### config.mk
export PLATFORM = sky130hd
export DESIGN_NAME = pwm_art_timer
export DESIGN_NICKNAME = d
export VERILOG_FILES = /design/src/core/pwm_art_pkg.sv /design/src/core/pwm_art_timer.sv
export VERILOG_INCLUDE_DIRS = /design/src /design/src/core
export SDC_FILE = /design/constraint.sdc
export NUM_CORES = 1
export LEC_CHECK = 0
export BUFFER_PORTS_ARGS = -buffer_cell sky130_fd_sc_hd__buf_2
export CAP_MARGIN = 20
export CORE_ASPECT_RATIO = 1.5
export CORE_MARGIN = 3
export CORE_UTILIZATION = 40
export CTS_BUF_LIST = sky130_fd_sc_hd__clkbuf_4 sky130_fd_sc_hd__clkbuf_8
export DETAILED_ROUTE_END_ITERATION = 10
export PLACE_DENSITY = 0.63
export SETUP_SLACK_MARGIN = 0.1
export SYNTH_ARGS = -nofsm -noshare
export SYNTH_HDL_FRONTEND = slang
export SYNTH_SLANG_ARGS = --single-unit
### constraint.sdc
create_clock -name clock -period 8.1 [get_ports clock]
set_input_delay 0.405 -clock clock [delete_from_list [all_inputs] [get_ports clock]]
set_output_delay 0.405 -clock clock [all_outputs]
set_load 0.005 [all_outputs]
### src/core/pwm_art_defines.svh
// register offsets, field positions and reset values for the pwm auto-reload timer
// assumes byte addresses indexed as 4 x printed offset on a 32-bit apb bus
`ifndef PWM_ART_DEFINES_SVH
`define PWM_ART_DEFINES_SVH
// printed offsets are register indices
`define IDX_DUTY3 8'h73
`define IDX_DUTY2 8'h74
`define IDX_DUTY1 8'h75
`define IDX_DUTY0 8'h76
`define IDX_PWMCTL 8'h77
`define IDX_CSR 8'h78
`define IDX_CNT 8'h79
`define IDX_RELOAD 8'h7A
`define IDX_CAPCSR 8'h7B
`define IDX_CAP1 8'h7C
`define IDX_CAP2 8'h7D
// control/status fields
`define CSR_EXTCLK 7
`define CSR_PRESC_HI 6
`define CSR_PRESC_LO 4
`define CSR_RUN 3
`define CSR_FORCE 2
`define CSR_OVIE 1
`define CSR_OVF 0
// capture control/status fields
`define CAP_EDGE_LO 4
`define CAP_IE_LO 2
`define CAP_FLAG_LO 0
`define RESET_BYTE 8'h00
`define COUNT_TOP 8'hFF
`endif

### src/core/pwm_art_pkg.sv
// types for the pwm auto-reload timer
// assumes nothing beyond a systemverilog compiler
package pwm_art_pkg;
    typedef logic [7:0] byte_t;
    typedef enum logic [0:0] {
        APB_SETUP = 1'b0,
        APB_ACCESS = 1'b1
    } apb_phase_t;
endpackage

### src/core/pwm_art_timer.sv
// pwm auto-reload timer: 8-bit counter, prescaler, four pwm channels, two captures, apb slave
// assumes an apb master on clock; pins arrive asynchronous and pass three flip-flops
`include "pwm_art_defines.svh"
`timescale 1ns/10ps
`default_nettype none

module pwm_art_timer
(
    input wire logic clock,
    input wire logic rstn,
    input wire logic psel,
    input wire logic penable,
    input wire logic pwrite,
    input wire logic [11:0] paddr,
    input wire logic [31:0] pwdata,
    output logic [31:0] prdata,
    output logic pready,
    output logic pslverr,
    input wire logic extClock,
    input wire logic [1:0] captureInputs,
    output logic [3:0] pwmOutputs,
    output logic [3:0] pwmOutputEnables,
    output logic overflowIrq,
    output logic [1:0] captureIrq
);

    pwm_art_pkg::byte_t duty [4];
    pwm_art_pkg::byte_t compareShadow [4];
    pwm_art_pkg::byte_t pwmOutputControl;
    pwm_art_pkg::byte_t counter;
    pwm_art_pkg::byte_t reloadValue;
    pwm_art_pkg::byte_t captureValue [2];
    logic extClockSelect;
    logic [2:0] prescaleSelect;
    logic counterRun;
    logic overflowIrqEnable;
    logic overflowFlag;
    logic [1:0] captureEdge;
    logic [1:0] captureIrqEnable;
    logic [1:0] captureFlag;
    logic [6:0] prescaler;
    logic [2:0] extSync;
    logic extState;
    logic [2:0] capSync [2];
    logic [1:0] capState;
    pwm_art_pkg::apb_phase_t phase;
    logic [1:0] readFlags;

    // decode a bus address into its printed index; returns 0 when unaligned or out of range
    function automatic logic [7:0] regIndex(input logic [11:0] addr);
        return (addr[1:0] != 2'b00 || addr[11:10] != 2'b00) ? 8'h00 : addr[9:2];
    endfunction
    // pwm level before the output enable: polarity applied live to the compare result
    function automatic logic pwmLevel(input logic [7:0] cnt, input logic [7:0] cmp, input logic pol);
        return (cnt <= cmp) ^ pol;
    endfunction

    logic [7:0] index;
    logic mapped;
    logic writeStrobe;
    logic readStrobe;
    logic extEdge;
    logic tick;
    logic overflow;
    logic [1:0] captureEvent;
    logic [31:0] next_prdata;
    logic [6:0] prescaleMask;

    assign index = regIndex(paddr);
    // duty..capture2 occupy a contiguous block of indices
    assign mapped = (index >= `IDX_DUTY3) && (index <= `IDX_CAP2);
    assign writeStrobe = psel && penable && pwrite && mapped;
    assign readStrobe = psel && penable && !pwrite && mapped;
    // external clock counts once the second and third stages agree on a new level
    assign extEdge = (extSync[1] == extSync[2]) && (extSync[2] != extState);
    // mask of prescaler bits that must be all ones for a tap of 2^n
    assign prescaleMask = 7'((8'h01 << prescaleSelect) - 8'h01);
    assign tick = counterRun && (extClockSelect ? extEdge : 1'b1)
        && ((prescaler & prescaleMask) == prescaleMask);
    assign overflow = tick && (counter == `COUNT_TOP) // software loads pre-empt the rollover
        && !(writeStrobe && (index == `IDX_CNT || (index == `IDX_CSR && pwdata[`CSR_FORCE])));
    // capture pin edges of the chosen polarity
    always_comb
    begin
        for (int i = 0; i < 2; i++)
        begin
            captureEvent[i] = (capSync[i][1] == capSync[i][2]) && (capSync[i][2] != capState[i])
                && (capSync[i][2] == captureEdge[i]);
        end
    end

    // pin synchronisers and accepted levels
    always_ff @(posedge clock or negedge rstn)
    begin
        if (!rstn)
        begin
            extSync <= 3'h0;
            extState <= 1'b0;
            capSync[0] <= 3'h0;
            capSync[1] <= 3'h0;
            capState <= 2'h0;
        end
        else
        begin
            extSync <= {extSync[1:0], extClock};
            if (extSync[1] == extSync[2])
            begin
                extState <= extSync[2];
            end
            for (int i = 0; i < 2; i++)
            begin
                capSync[i] <= {capSync[i][1:0], captureInputs[i]};
                if (capSync[i][1] == capSync[i][2])
                begin
                    capState[i] <= capSync[i][2];
                end
            end
        end
    end
    // apb: one wait-free access phase, errors on unmapped addresses
    always_ff @(posedge clock or negedge rstn)
    begin
        if (!rstn)
        begin
            phase <= pwm_art_pkg::APB_SETUP;
            pready <= 1'b0;
            pslverr <= 1'b0;
        end
        else
        begin
            case (phase)
                pwm_art_pkg::APB_SETUP:
                begin
                    if (psel && !penable)
                    begin
                        phase <= pwm_art_pkg::APB_ACCESS;
                        pready <= 1'b1;
                        pslverr <= !mapped;
                    end
                end
                default: // the access phase always returns to setup
                begin
                    phase <= pwm_art_pkg::APB_SETUP;
                    pready <= 1'b0;
                    pslverr <= 1'b0;
                end
            endcase
        end
    end
    // read data mux, registered at setup so it is valid in the access phase
    always_comb
    begin
        next_prdata = 32'h0;
        case (index)
            `IDX_DUTY3: next_prdata[7:0] = duty[3];
            `IDX_DUTY2: next_prdata[7:0] = duty[2];
            `IDX_DUTY1: next_prdata[7:0] = duty[1];
            `IDX_DUTY0: next_prdata[7:0] = duty[0];
            `IDX_PWMCTL: next_prdata[7:0] = pwmOutputControl;
            `IDX_CSR: next_prdata[7:0] = {extClockSelect, prescaleSelect, counterRun, 1'b0,
                overflowIrqEnable, overflowFlag};
            `IDX_CNT: next_prdata[7:0] = counter;
            `IDX_RELOAD: next_prdata[7:0] = reloadValue;
            `IDX_CAPCSR: next_prdata[7:0] = {2'b00, captureEdge, captureIrqEnable, captureFlag};
            `IDX_CAP1: next_prdata[7:0] = captureValue[0];
            `IDX_CAP2: next_prdata[7:0] = captureValue[1];
            default: next_prdata = 32'h0;
        endcase
    end
    // read data and the capture flags it reports, latched together so a read clears only what it saw
    always_ff @(posedge clock or negedge rstn)
    begin
        if (!rstn)
        begin
            prdata <= 32'h0;
            readFlags <= 2'h0;
        end
        else if (psel && !penable && !pwrite)
        begin
            prdata <= next_prdata;
            readFlags <= captureFlag;
        end
    end
    // software-only configuration registers
    always_ff @(posedge clock or negedge rstn)
    begin
        if (!rstn)
        begin
            for (int i = 0; i < 4; i++)
            begin
                duty[i] <= `RESET_BYTE;
            end
            pwmOutputControl <= `RESET_BYTE;
            reloadValue <= `RESET_BYTE;
            extClockSelect <= 1'b0;
            prescaleSelect <= 3'h0;
            counterRun <= 1'b0;
            overflowIrqEnable <= 1'b0;
            captureEdge <= 2'h0;
            captureIrqEnable <= 2'h0;
        end
        else if (writeStrobe)
        begin
            case (index)
                `IDX_DUTY3: duty[3] <= pwdata[7:0];
                `IDX_DUTY2: duty[2] <= pwdata[7:0];
                `IDX_DUTY1: duty[1] <= pwdata[7:0];
                `IDX_DUTY0: duty[0] <= pwdata[7:0];
                `IDX_PWMCTL: pwmOutputControl <= pwdata[7:0];
                `IDX_RELOAD: reloadValue <= pwdata[7:0];
                `IDX_CSR:
                begin
                    extClockSelect <= pwdata[`CSR_EXTCLK];
                    prescaleSelect <= pwdata[`CSR_PRESC_HI:`CSR_PRESC_LO];
                    counterRun <= pwdata[`CSR_RUN];
                    overflowIrqEnable <= pwdata[`CSR_OVIE];
                end
                `IDX_CAPCSR:
                begin
                    captureEdge <= pwdata[`CAP_EDGE_LO+1:`CAP_EDGE_LO];
                    captureIrqEnable <= pwdata[`CAP_IE_LO+1:`CAP_IE_LO];
                end
                default: ;
            endcase
        end
    end
    // counter and prescaler; software loads win over counting
    always_ff @(posedge clock or negedge rstn)
    begin
        if (!rstn)
        begin
            counter <= `RESET_BYTE;
            prescaler <= 7'h0;
        end
        else if (writeStrobe && index == `IDX_CSR && pwdata[`CSR_FORCE])
        begin
            counter <= reloadValue;
            prescaler <= 7'h0;
        end
        else if (writeStrobe && index == `IDX_CNT)
        begin
            counter <= pwdata[7:0];
            prescaler <= 7'h0;
        end
        else if (counterRun && (!extClockSelect || extEdge))
        begin
            prescaler <= tick ? 7'h0 : 7'(prescaler + 7'h1);
            if (overflow)
            begin
                counter <= reloadValue;
            end
            else if (tick)
            begin
                counter <= 8'(counter + 8'h01);
            end
        end
    end

    // compare shadows take the duty values only on overflow
    always_ff @(posedge clock or negedge rstn)
    begin
        if (!rstn)
        begin
            for (int i = 0; i < 4; i++)
            begin
                compareShadow[i] <= `RESET_BYTE;
            end
        end
        else if (overflow)
        begin
            for (int i = 0; i < 4; i++)
            begin
                compareShadow[i] <= duty[i];
            end
        end
    end

    // overflow flag: set beats the clearing read
    always_ff @(posedge clock or negedge rstn)
    begin
        if (!rstn)
        begin
            overflowFlag <= 1'b0;
        end
        else if (overflow)
        begin
            overflowFlag <= 1'b1;
        end
        else if (readStrobe && index == `IDX_CSR && prdata[`CSR_OVF]) // clear only a flag the read reported
        begin
            overflowFlag <= 1'b0;
        end
    end

    // capture latch is blocked while its flag is set
    always_ff @(posedge clock or negedge rstn)
    begin
        if (!rstn)
        begin
            captureFlag <= 2'h0;
            captureValue[0] <= `RESET_BYTE;
            captureValue[1] <= `RESET_BYTE;
        end
        else
        begin
            for (int i = 0; i < 2; i++)
            begin
                if (captureEvent[i] && !captureFlag[i])
                begin
                    captureFlag[i] <= 1'b1;
                    captureValue[i] <= counter;
                end
                else if (readStrobe && index == 8'(`IDX_CAP1 + i) && readFlags[i])
                begin
                    captureFlag[i] <= 1'b0;
                end
            end
        end
    end
    // outputs; with the counter rolling over this cycle the pins show the overflow level
    always_ff @(posedge clock or negedge rstn)
    begin
        if (!rstn)
        begin
            pwmOutputs <= 4'h0;
            pwmOutputEnables <= 4'h0;
            overflowIrq <= 1'b0;
            captureIrq <= 2'h0;
        end
        else
        begin
            for (int i = 0; i < 4; i++)
            begin
                pwmOutputs[i] <= pwmOutputControl[4+i] && (overflow ? !pwmOutputControl[i]
                    : pwmLevel(counter, compareShadow[i], pwmOutputControl[i]));
            end
            pwmOutputEnables <= pwmOutputControl[7:4];
            overflowIrq <= (overflowFlag || overflow) && overflowIrqEnable;
            captureIrq <= captureFlag & captureIrqEnable;
        end
    end

    AST_FORCE_READS_ZERO: assert property (@(posedge clock) disable iff (!rstn)
        psel && !penable && !pwrite && index == `IDX_CSR |=> prdata[`CSR_FORCE] == 1'b0)
        else $error("force bit read as one");
    AST_OVF_SET: assert property (@(posedge clock) disable iff (!rstn)
        overflow |=> overflowFlag && counter == $past(reloadValue))
        else $error("overflow did not reload and flag");
    AST_IRQ_GATE: assert property (@(posedge clock) disable iff (!rstn)
        overflowIrq |-> $past(overflowIrqEnable))
        else $error("overflow irq without enable");
    AST_OVF_CLEAR: assert property (@(posedge clock) disable iff (!rstn)
        readStrobe && index == `IDX_CSR && prdata[`CSR_OVF] && !overflow |=> !overflowFlag)
        else $error("status read did not clear flag");
    AST_FROZEN: assert property (@(posedge clock) disable iff (!rstn)
        !counterRun && !writeStrobe |=> $stable(counter) && $stable(prescaler))
        else $error("counter moved while stopped");
    AST_ENABLE_PIN: assert property (@(posedge clock) disable iff (!rstn)
        ##1 (pwmOutputEnables == $past(pwmOutputControl[7:4])))
        else $error("output enables wrong");
    AST_CAP_RSVD: assert property (@(posedge clock) disable iff (!rstn)
        psel && !penable && !pwrite && index == `IDX_CAPCSR |=> prdata[7:6] == 2'b00)
        else $error("reserved capture bits nonzero");
    AST_CAP_HOLD: assert property (@(posedge clock) disable iff (!rstn)
        captureFlag[0] |=> $stable(captureValue[0]))
        else $error("capture overwritten while flagged");
    AST_SHADOW: assert property (@(posedge clock) disable iff (!rstn)
        !overflow |=> $stable(compareShadow[0]))
        else $error("compare shadow changed without overflow");

endmodule

`default_nettype wire

After elaboration in Yosys (flattened, before gate mapping)
Index checks and enable logic that the tools add are counted.

operators by class
  bitwise operators = 6
  $lt $le $gt $ge = 6
  equality and inequality tests = 21
  reduce and logical (&&, ||, !) cells = 68
  multiplexer cells = 28
  shifts and indexed selects = 1
  $add $sub $neg = 3

operators by type and width
  cell                                                            count
  == test 8 x 7 -> 1 bit, second input constant                   11
  case mux 8 bit (11 select lines)                                1
  2-to-1 mux 8 bit                                                6
  logical AND 1 bit                                               36
  less-or-equal comparator 8 bit                                  4
  2-to-1 mux 7 bit                                                4
  AND reduction 2 bit                                             9
  2-to-1 mux 1 bit                                                17
  nonzero test 2 bit                                              6
  zero test 1 bit                                                 11
  adder 8 x 1 -> 8 bit, second input constant                     1
  == test 8 bit, second input constant                            1
  >= comparator 8 x 7 -> 1 bit, second input constant             1
  less-or-equal comparator 8 x 7 -> 1 bit, second input constant  1
  adder 7 x 1 -> 7 bit, second input constant                     1
  bitwise AND 7 bit                                               1
  == test 7 bit                                                   1
  left shift 1 x 3 -> 7 bit, first input constant                 1
  subtractor 7 x 1 -> 7 bit, second input constant                1
  == test 1 bit                                                   5
  logical OR 1 bit                                                4
  nonzero test 4 bit                                              1
  XOR 1 bit                                                       4
  inequality test 1 bit                                           3
  other kinds (2)                                                 2

word-level totals
  logic and storage cells = 171
  output and inout port bits = 45
  register bits = 160
  input port bits = 52

Depth between registers and ports, before layout
  depth in word-level cells = 13
  gate-level depth with buffers = 12
  depth with buffers taken out = 9

Least setup slack after synthesis
No wires, ideal clock.

  path kind = reg-to-reg
  start point = register prescaleSelect[0]
  end point = register compareShadow[10] (netlist bit)
  arrival = 2.874 ns
  path buffers = 3
  data required time = 7.975 ns
  setup time = 0.125 ns
  stages on the path, launching flop included = 13
  setup slack = 5.102 ns
  clock period less this slack = 2.998 ns
  cells stage by stage = dfrtp_1 -> buf_2 -> nor3_1 -> inv_1 -> ha_1 -> or4b_2 -> o22ai_1 -> a211oi_2 -> and3_1 -> buf_2 -> nand3_2 -> buf_2 -> mux2_2

on the way
  longest elaborated chain between the ends = 7

ends and longest elaborated chain
  item                                 RTL line              source
  start, declared                      pwm_art_timer.sv:34   logic [2:0] prescaleSelect;
  start signal, assigned               pwm_art_timer.sv:214  prescaleSelect <= pwdata[`CSR_PRESC_HI:`CSR_PRESC_LO];
  left shift 1 x 3 -> 7 bit (*)        pwm_art_timer.sv:77   assign prescaleMask = 7'((8'h01 << prescaleSelect) - 8'h01);
  subtractor 7 x 1 -> 7 bit (*)        pwm_art_timer.sv:77
  bitwise AND 7 bit                    pwm_art_timer.sv:79   && ((prescaler & prescaleMask) == prescaleMask);
  == test 7 bit (*)                    pwm_art_timer.sv:79
  logical AND 1 bit (*)                pwm_art_timer.sv:79
  logical AND 1 bit (*) (2 in series)  pwm_art_timer.sv:80   assign overflow = tick && (counter == `COUNT_TOP)
  end signal, assigned by index        pwm_art_timer.sv:266  compareShadow[i] <= `RESET_BYTE;
  end signal, assigned by index        pwm_art_timer.sv:273  compareShadow[i] <= duty[i];
  end, declared                        pwm_art_timer.sv:28   pwm_art_pkg::byte_t compareShadow [4];

Mark *: on every way between the ends. The rest lies on a longest branch, timed or not.
A chain may end at the register's enable or synchronous reset.

Worst setup path in the final report
  start point = register prescaleSelect[2]
  end point = register compareShadow[25] (netlist bit)

The elaborated chain is that of the path after synthesis.

==> results.py <==
metrics = {
    "yosys": {
        "synth.area.top_cells": "sky130_fd_sc_hd__dfrtp_1 48%, sky130_fd_sc_hd__mux2_2 15%, sky130_fd_sc_hd__ha_1 5.2%, sky130_fd_sc_hd__buf_4 2.1%, sky130_fd_sc_hd__inv_1 2.0%",
        "syn-instance-count": 739,
        "synthDominantCellAreaShare_pct": 47.6,
        "synth_seq_cells": 160,
        "synth_enable_flop_cells": 0,
        "synth-seq-area-share_pct": 47.6,
        "synth.lib_cells_used.distinct": 78,
        "synthArstFlopShare_pct": 100,
        "synth_top_cell_by_area": "sky130_fd_sc_hd__dfrtp_1",
        "cell_area_after_technology_mapping_sq_mm": 0.00842,
        "synth_area_per_cell_sq_um": 11.4,
        "postSynth.topFlopCell": "sky130_fd_sc_hd__dfrtp_1",
        "synth_warnings": 0,
    },
    "place": {
        "place.port_buffers": 48,
        "dp.cells": 1030,
        "hpwl_um": 16400,
        "finalWeightedCongestion": 0.921,
        "placed_area_sq_mm": 0.00882,
    },
    "detailed_routing": {
        "routed_vias": 6047,
        "dr.pass1.iters": 5,
        "routed_wire_length_per_instance_um": 21.3,
        "drt-initial-drc-count": 432,
        "postRouteWirelength_um": 22600,
        "route.antenna.remaining_nets": 0,
        "route.detailed.drc": 0,
        "avgViaCountPerCell": 5.69,
    },
    "worst_setup_path": {
        "cp.required_ns": 8.44,
        "critical_path_depth": 9,
        "cp.arrival_ns": 4.30,
        "cp_num_buf_inv": 1,
        "critical_path.startpoint_type": "register",
        "critical_path.slowest_cell": "sky130_fd_sc_hd__nand3_2",
        "cp_slowest_stage_delay_ns": 0.81,
        "path_max_fanout": 34,
        "worstPathCellList": "nor3_1 > inv_1 > ha_1 > nand2_1 > a21oi_1 > o31ai_1 > and3_1 > nand3_2 > mux2_2",
        "ff2ff_path_depth": 9,
        "worstSetupEndpointType": "register",
        "crit_type": "reg2reg",
        "timing.critical_path.max_delay_family": "simple AND/OR/NAND/NOR gates",
    },
    "sta": {
        "report.final.slew_viol_count": 0,
        "final_min_period_over_clock_period_pct": 48.9,
        "setup_viol": 0,
        "worst_slew_pin_slew_ns": 0.995,
        "timing.fmax_ghz": 0.253,
        "whs_ns": 0.0260,
        "fin_tns_setup_ns": 0,
        "slew-limit-headroom_pct": 33.6,
        "final.min_clock_period_ns": 3.96,
        "rsz_0062_raised_after_global_routing": "no",
        "finalClockSkew_ns": 0.00982,
        "final_hold_viol_count": 0,
    },
    "floorplanning": {
        "die_w_um": 124,
        "floorplan.die_area_sq_mm": 0.0229,
        "floorplan.initialDensity_pct": 41.1,
        "core.rowCount": 64,
        "io_pins": 97,
        "core_area_sq_mm": 0.0205,
        "die-height_um": 184,
    },
    "clock_tree": {
        "cts_num_sinks": 160,
        "cts.reportedPaths.clkPinSlew_ns": 0.09,
        "cts-htree-levels": 4,
        "cts.repair.resized": 0,
        "clockBufferDepth": 2,
        "cts_tree": "done",
        "clk-insertion-delay-late_ns": 0.46,
        "clock_tree.root_cell": "sky130_fd_sc_hd__clkbuf_8",
        "post-cts-setup-buffers": 0,
        "ctsHoldBuffers": 0,
        "tritoncts.num_buffers": 17,
    },
    "power": {
        "vdd.ir_drop.worst_v": 0.0000908,
        "p_leak_uw": 0.00426,
        "cellPowerDensity_mw_per_mm2": 171,
    },
    "job": {
        "cap_viol_max_count": 0,
    },
    "global_route": {
        "track_usage_pct": 20.2,
        "grt_antenna_before_repair": 0,
        "grt_pass1_wl_um": 35200,
        "vias_in_the_first_global_route": 5953,
        "grt.overflow.total": 0,
        "grt_max_degree": 97,
    },
    "finish": {
        "final_layout_size_suffix_gt1_share_pct": 28.3,
        "fin_nets": 873,
        "fillers": 1974,
        "finalCoreUtilization_pct": 45.1,
        "instances_no_fill": 1063,
        "num_antenna_cells": 0,
        "stdcell_area_sq_mm": 0.00924,
        "flow.area_growth_from_synthesis_pct": 9.81,
        "multiInputGateArea_sq_mm": 0.00404,
        "register_area_sq_mm": 0.00400,
    },
    "hold_path": {
        "hold_path.class": "in2async",
    },
    "status": {
        "outcome": "completed",
    },
}
==> cell usage after synthesis (6+ instances only) <==
master	count
sky130_fd_sc_hd__dfrtp_1	160
sky130_fd_sc_hd__a21o_1	11
sky130_fd_sc_hd__buf_2	8
sky130_fd_sc_hd__buf_4	24
sky130_fd_sc_hd__and2_1	7
sky130_fd_sc_hd__inv_1	45
sky130_fd_sc_hd__nor2b_1	12
sky130_fd_sc_hd__nand2_1	39
sky130_fd_sc_hd__clkbuf_1	15
sky130_fd_sc_hd__nand2b_1	7
sky130_fd_sc_hd__o22ai_1	6
sky130_fd_sc_hd__nor3_1	16
sky130_fd_sc_hd__a21oi_1	23
sky130_fd_sc_hd__a22o_1	14
sky130_fd_sc_hd__mux2_2	111
sky130_fd_sc_hd__nor2_1	27
sky130_fd_sc_hd__ha_1	35
sky130_fd_sc_hd__o21ai_0	16
sky130_fd_sc_hd__nand4_1	10
sky130_fd_sc_hd__a222oi_1	7
sky130_fd_sc_hd__and3_1	10
sky130_fd_sc_hd__nand3_1	12
==> logic make-up after synthesis <==
family	after synthesis	share of synthesized area, %
AO/OA/AOI/OAI	139	12.5
XOR/XNOR	7	0.729
adder cells (fa/ha/maj)	38	5.56
buffers and inverters	93	5.43
flip-flops	160	47.6
multiplexers	116	15.4
other	1	0.0446
AND/OR/NAND/NOR	185	12.7
==> layout by cell type, fill, tap and decap left out, types with 4 or more instances in the layout <==
master	count
sky130_fd_sc_hd__a22o_1	14
sky130_fd_sc_hd__o22ai_1	6
sky130_fd_sc_hd__buf_4	5
sky130_fd_sc_hd__nand2b_1	7
sky130_fd_sc_hd__clkbuf_8	19
sky130_fd_sc_hd__a221oi_1	4
sky130_fd_sc_hd__or3_1	5
sky130_fd_sc_hd__nand4_1	10
sky130_fd_sc_hd__a32oi_1	5
sky130_fd_sc_hd__buf_2	47
sky130_fd_sc_hd__inv_1	45
sky130_fd_sc_hd__nor2_1	27
sky130_fd_sc_hd__a21o_1	11
sky130_fd_sc_hd__nor4_1	5
sky130_fd_sc_hd__or2_2	5
sky130_fd_sc_hd__a21oi_1	23
sky130_fd_sc_hd__nand3_1	12
sky130_fd_sc_hd__nand2_1	39
sky130_fd_sc_hd__mux2i_1	5
sky130_fd_sc_hd__ha_1	35
sky130_fd_sc_hd__nor3_1	16
sky130_fd_sc_hd__a222oi_1	7
sky130_fd_sc_hd__mux2_2	111
sky130_fd_sc_hd__a22oi_1	5
sky130_fd_sc_hd__and2_1	7
sky130_fd_sc_hd__conb_1	24
sky130_fd_sc_hd__o21ai_0	16
sky130_fd_sc_hd__o32a_1	4
sky130_fd_sc_hd__and3_1	10
sky130_fd_sc_hd__o21a_1	4
sky130_fd_sc_hd__xnor2_1	5
sky130_fd_sc_hd__dfrtp_1	160
sky130_fd_sc_hd__nor2b_1	12
==> flip-flops by register name (all words and copies together) (netlist names), 6 cells and up <==
register          flops
capSync               6
pwmOutputControl      8
prdata                8
prescaler             7
reloadValue           8
compareShadow        32
captureValue         16
counter               8
duty                 32
==> layer usage <==
layer  share of wire (%)  global-route usage [%]  vias to the layer above
li1                    -                       -                     2781
met1                  40                    24.0                     3028
met2                  50                    34.5                      177
met3                 4.3                    2.94                       61
met4                 6.5                    12.7                        0
met5                   0                       0                        -
==> where the power goes <==
group / switching (uW) / internal [uW] / total, uW
Combinational: 64.2 / 43.8 / 108
Clock: 320 / 297 / 617
Sequential: 21.7 / 830 / 851
Total: 406 / 1170 / 1580
==> metrics by stage <==
step                      power [uW]  setup slack, ns
after detailed placement         977             4.10
after CTS                       1590             4.08
after global placement           974             4.17
after global routing            1640             3.78
after floorplan                  925             5.10
final                           1580             4.14
==> worst paths after layout <==
check / from / endpoint / slack [ns]
min in group clock: captureInputs[0] / capSync[3] / 0.05
setup reg to reg: prescaleSelect[2] / compareShadow[25] / 4.14
setup / recovery: prescaleSelect[2] / compareShadow[25] / 4.14
hold / removal: rstn / extState / 0.03
max in group asynchronous: rstn / compareShadow[1] / 6.71
hold reg to reg: extSync[0] / extSync[1] / 0.35
==> cell type report <==
class,instances,area share (%)
timing repair buffer,53,3.07
clock buffer,19,2.83
inverter,45,1.83
tap,264,3.57
sequential,160,43.3
multi-input combinational,509,43.7
clock inverter,13,1.64
Power figures use the tool's default switching activity.
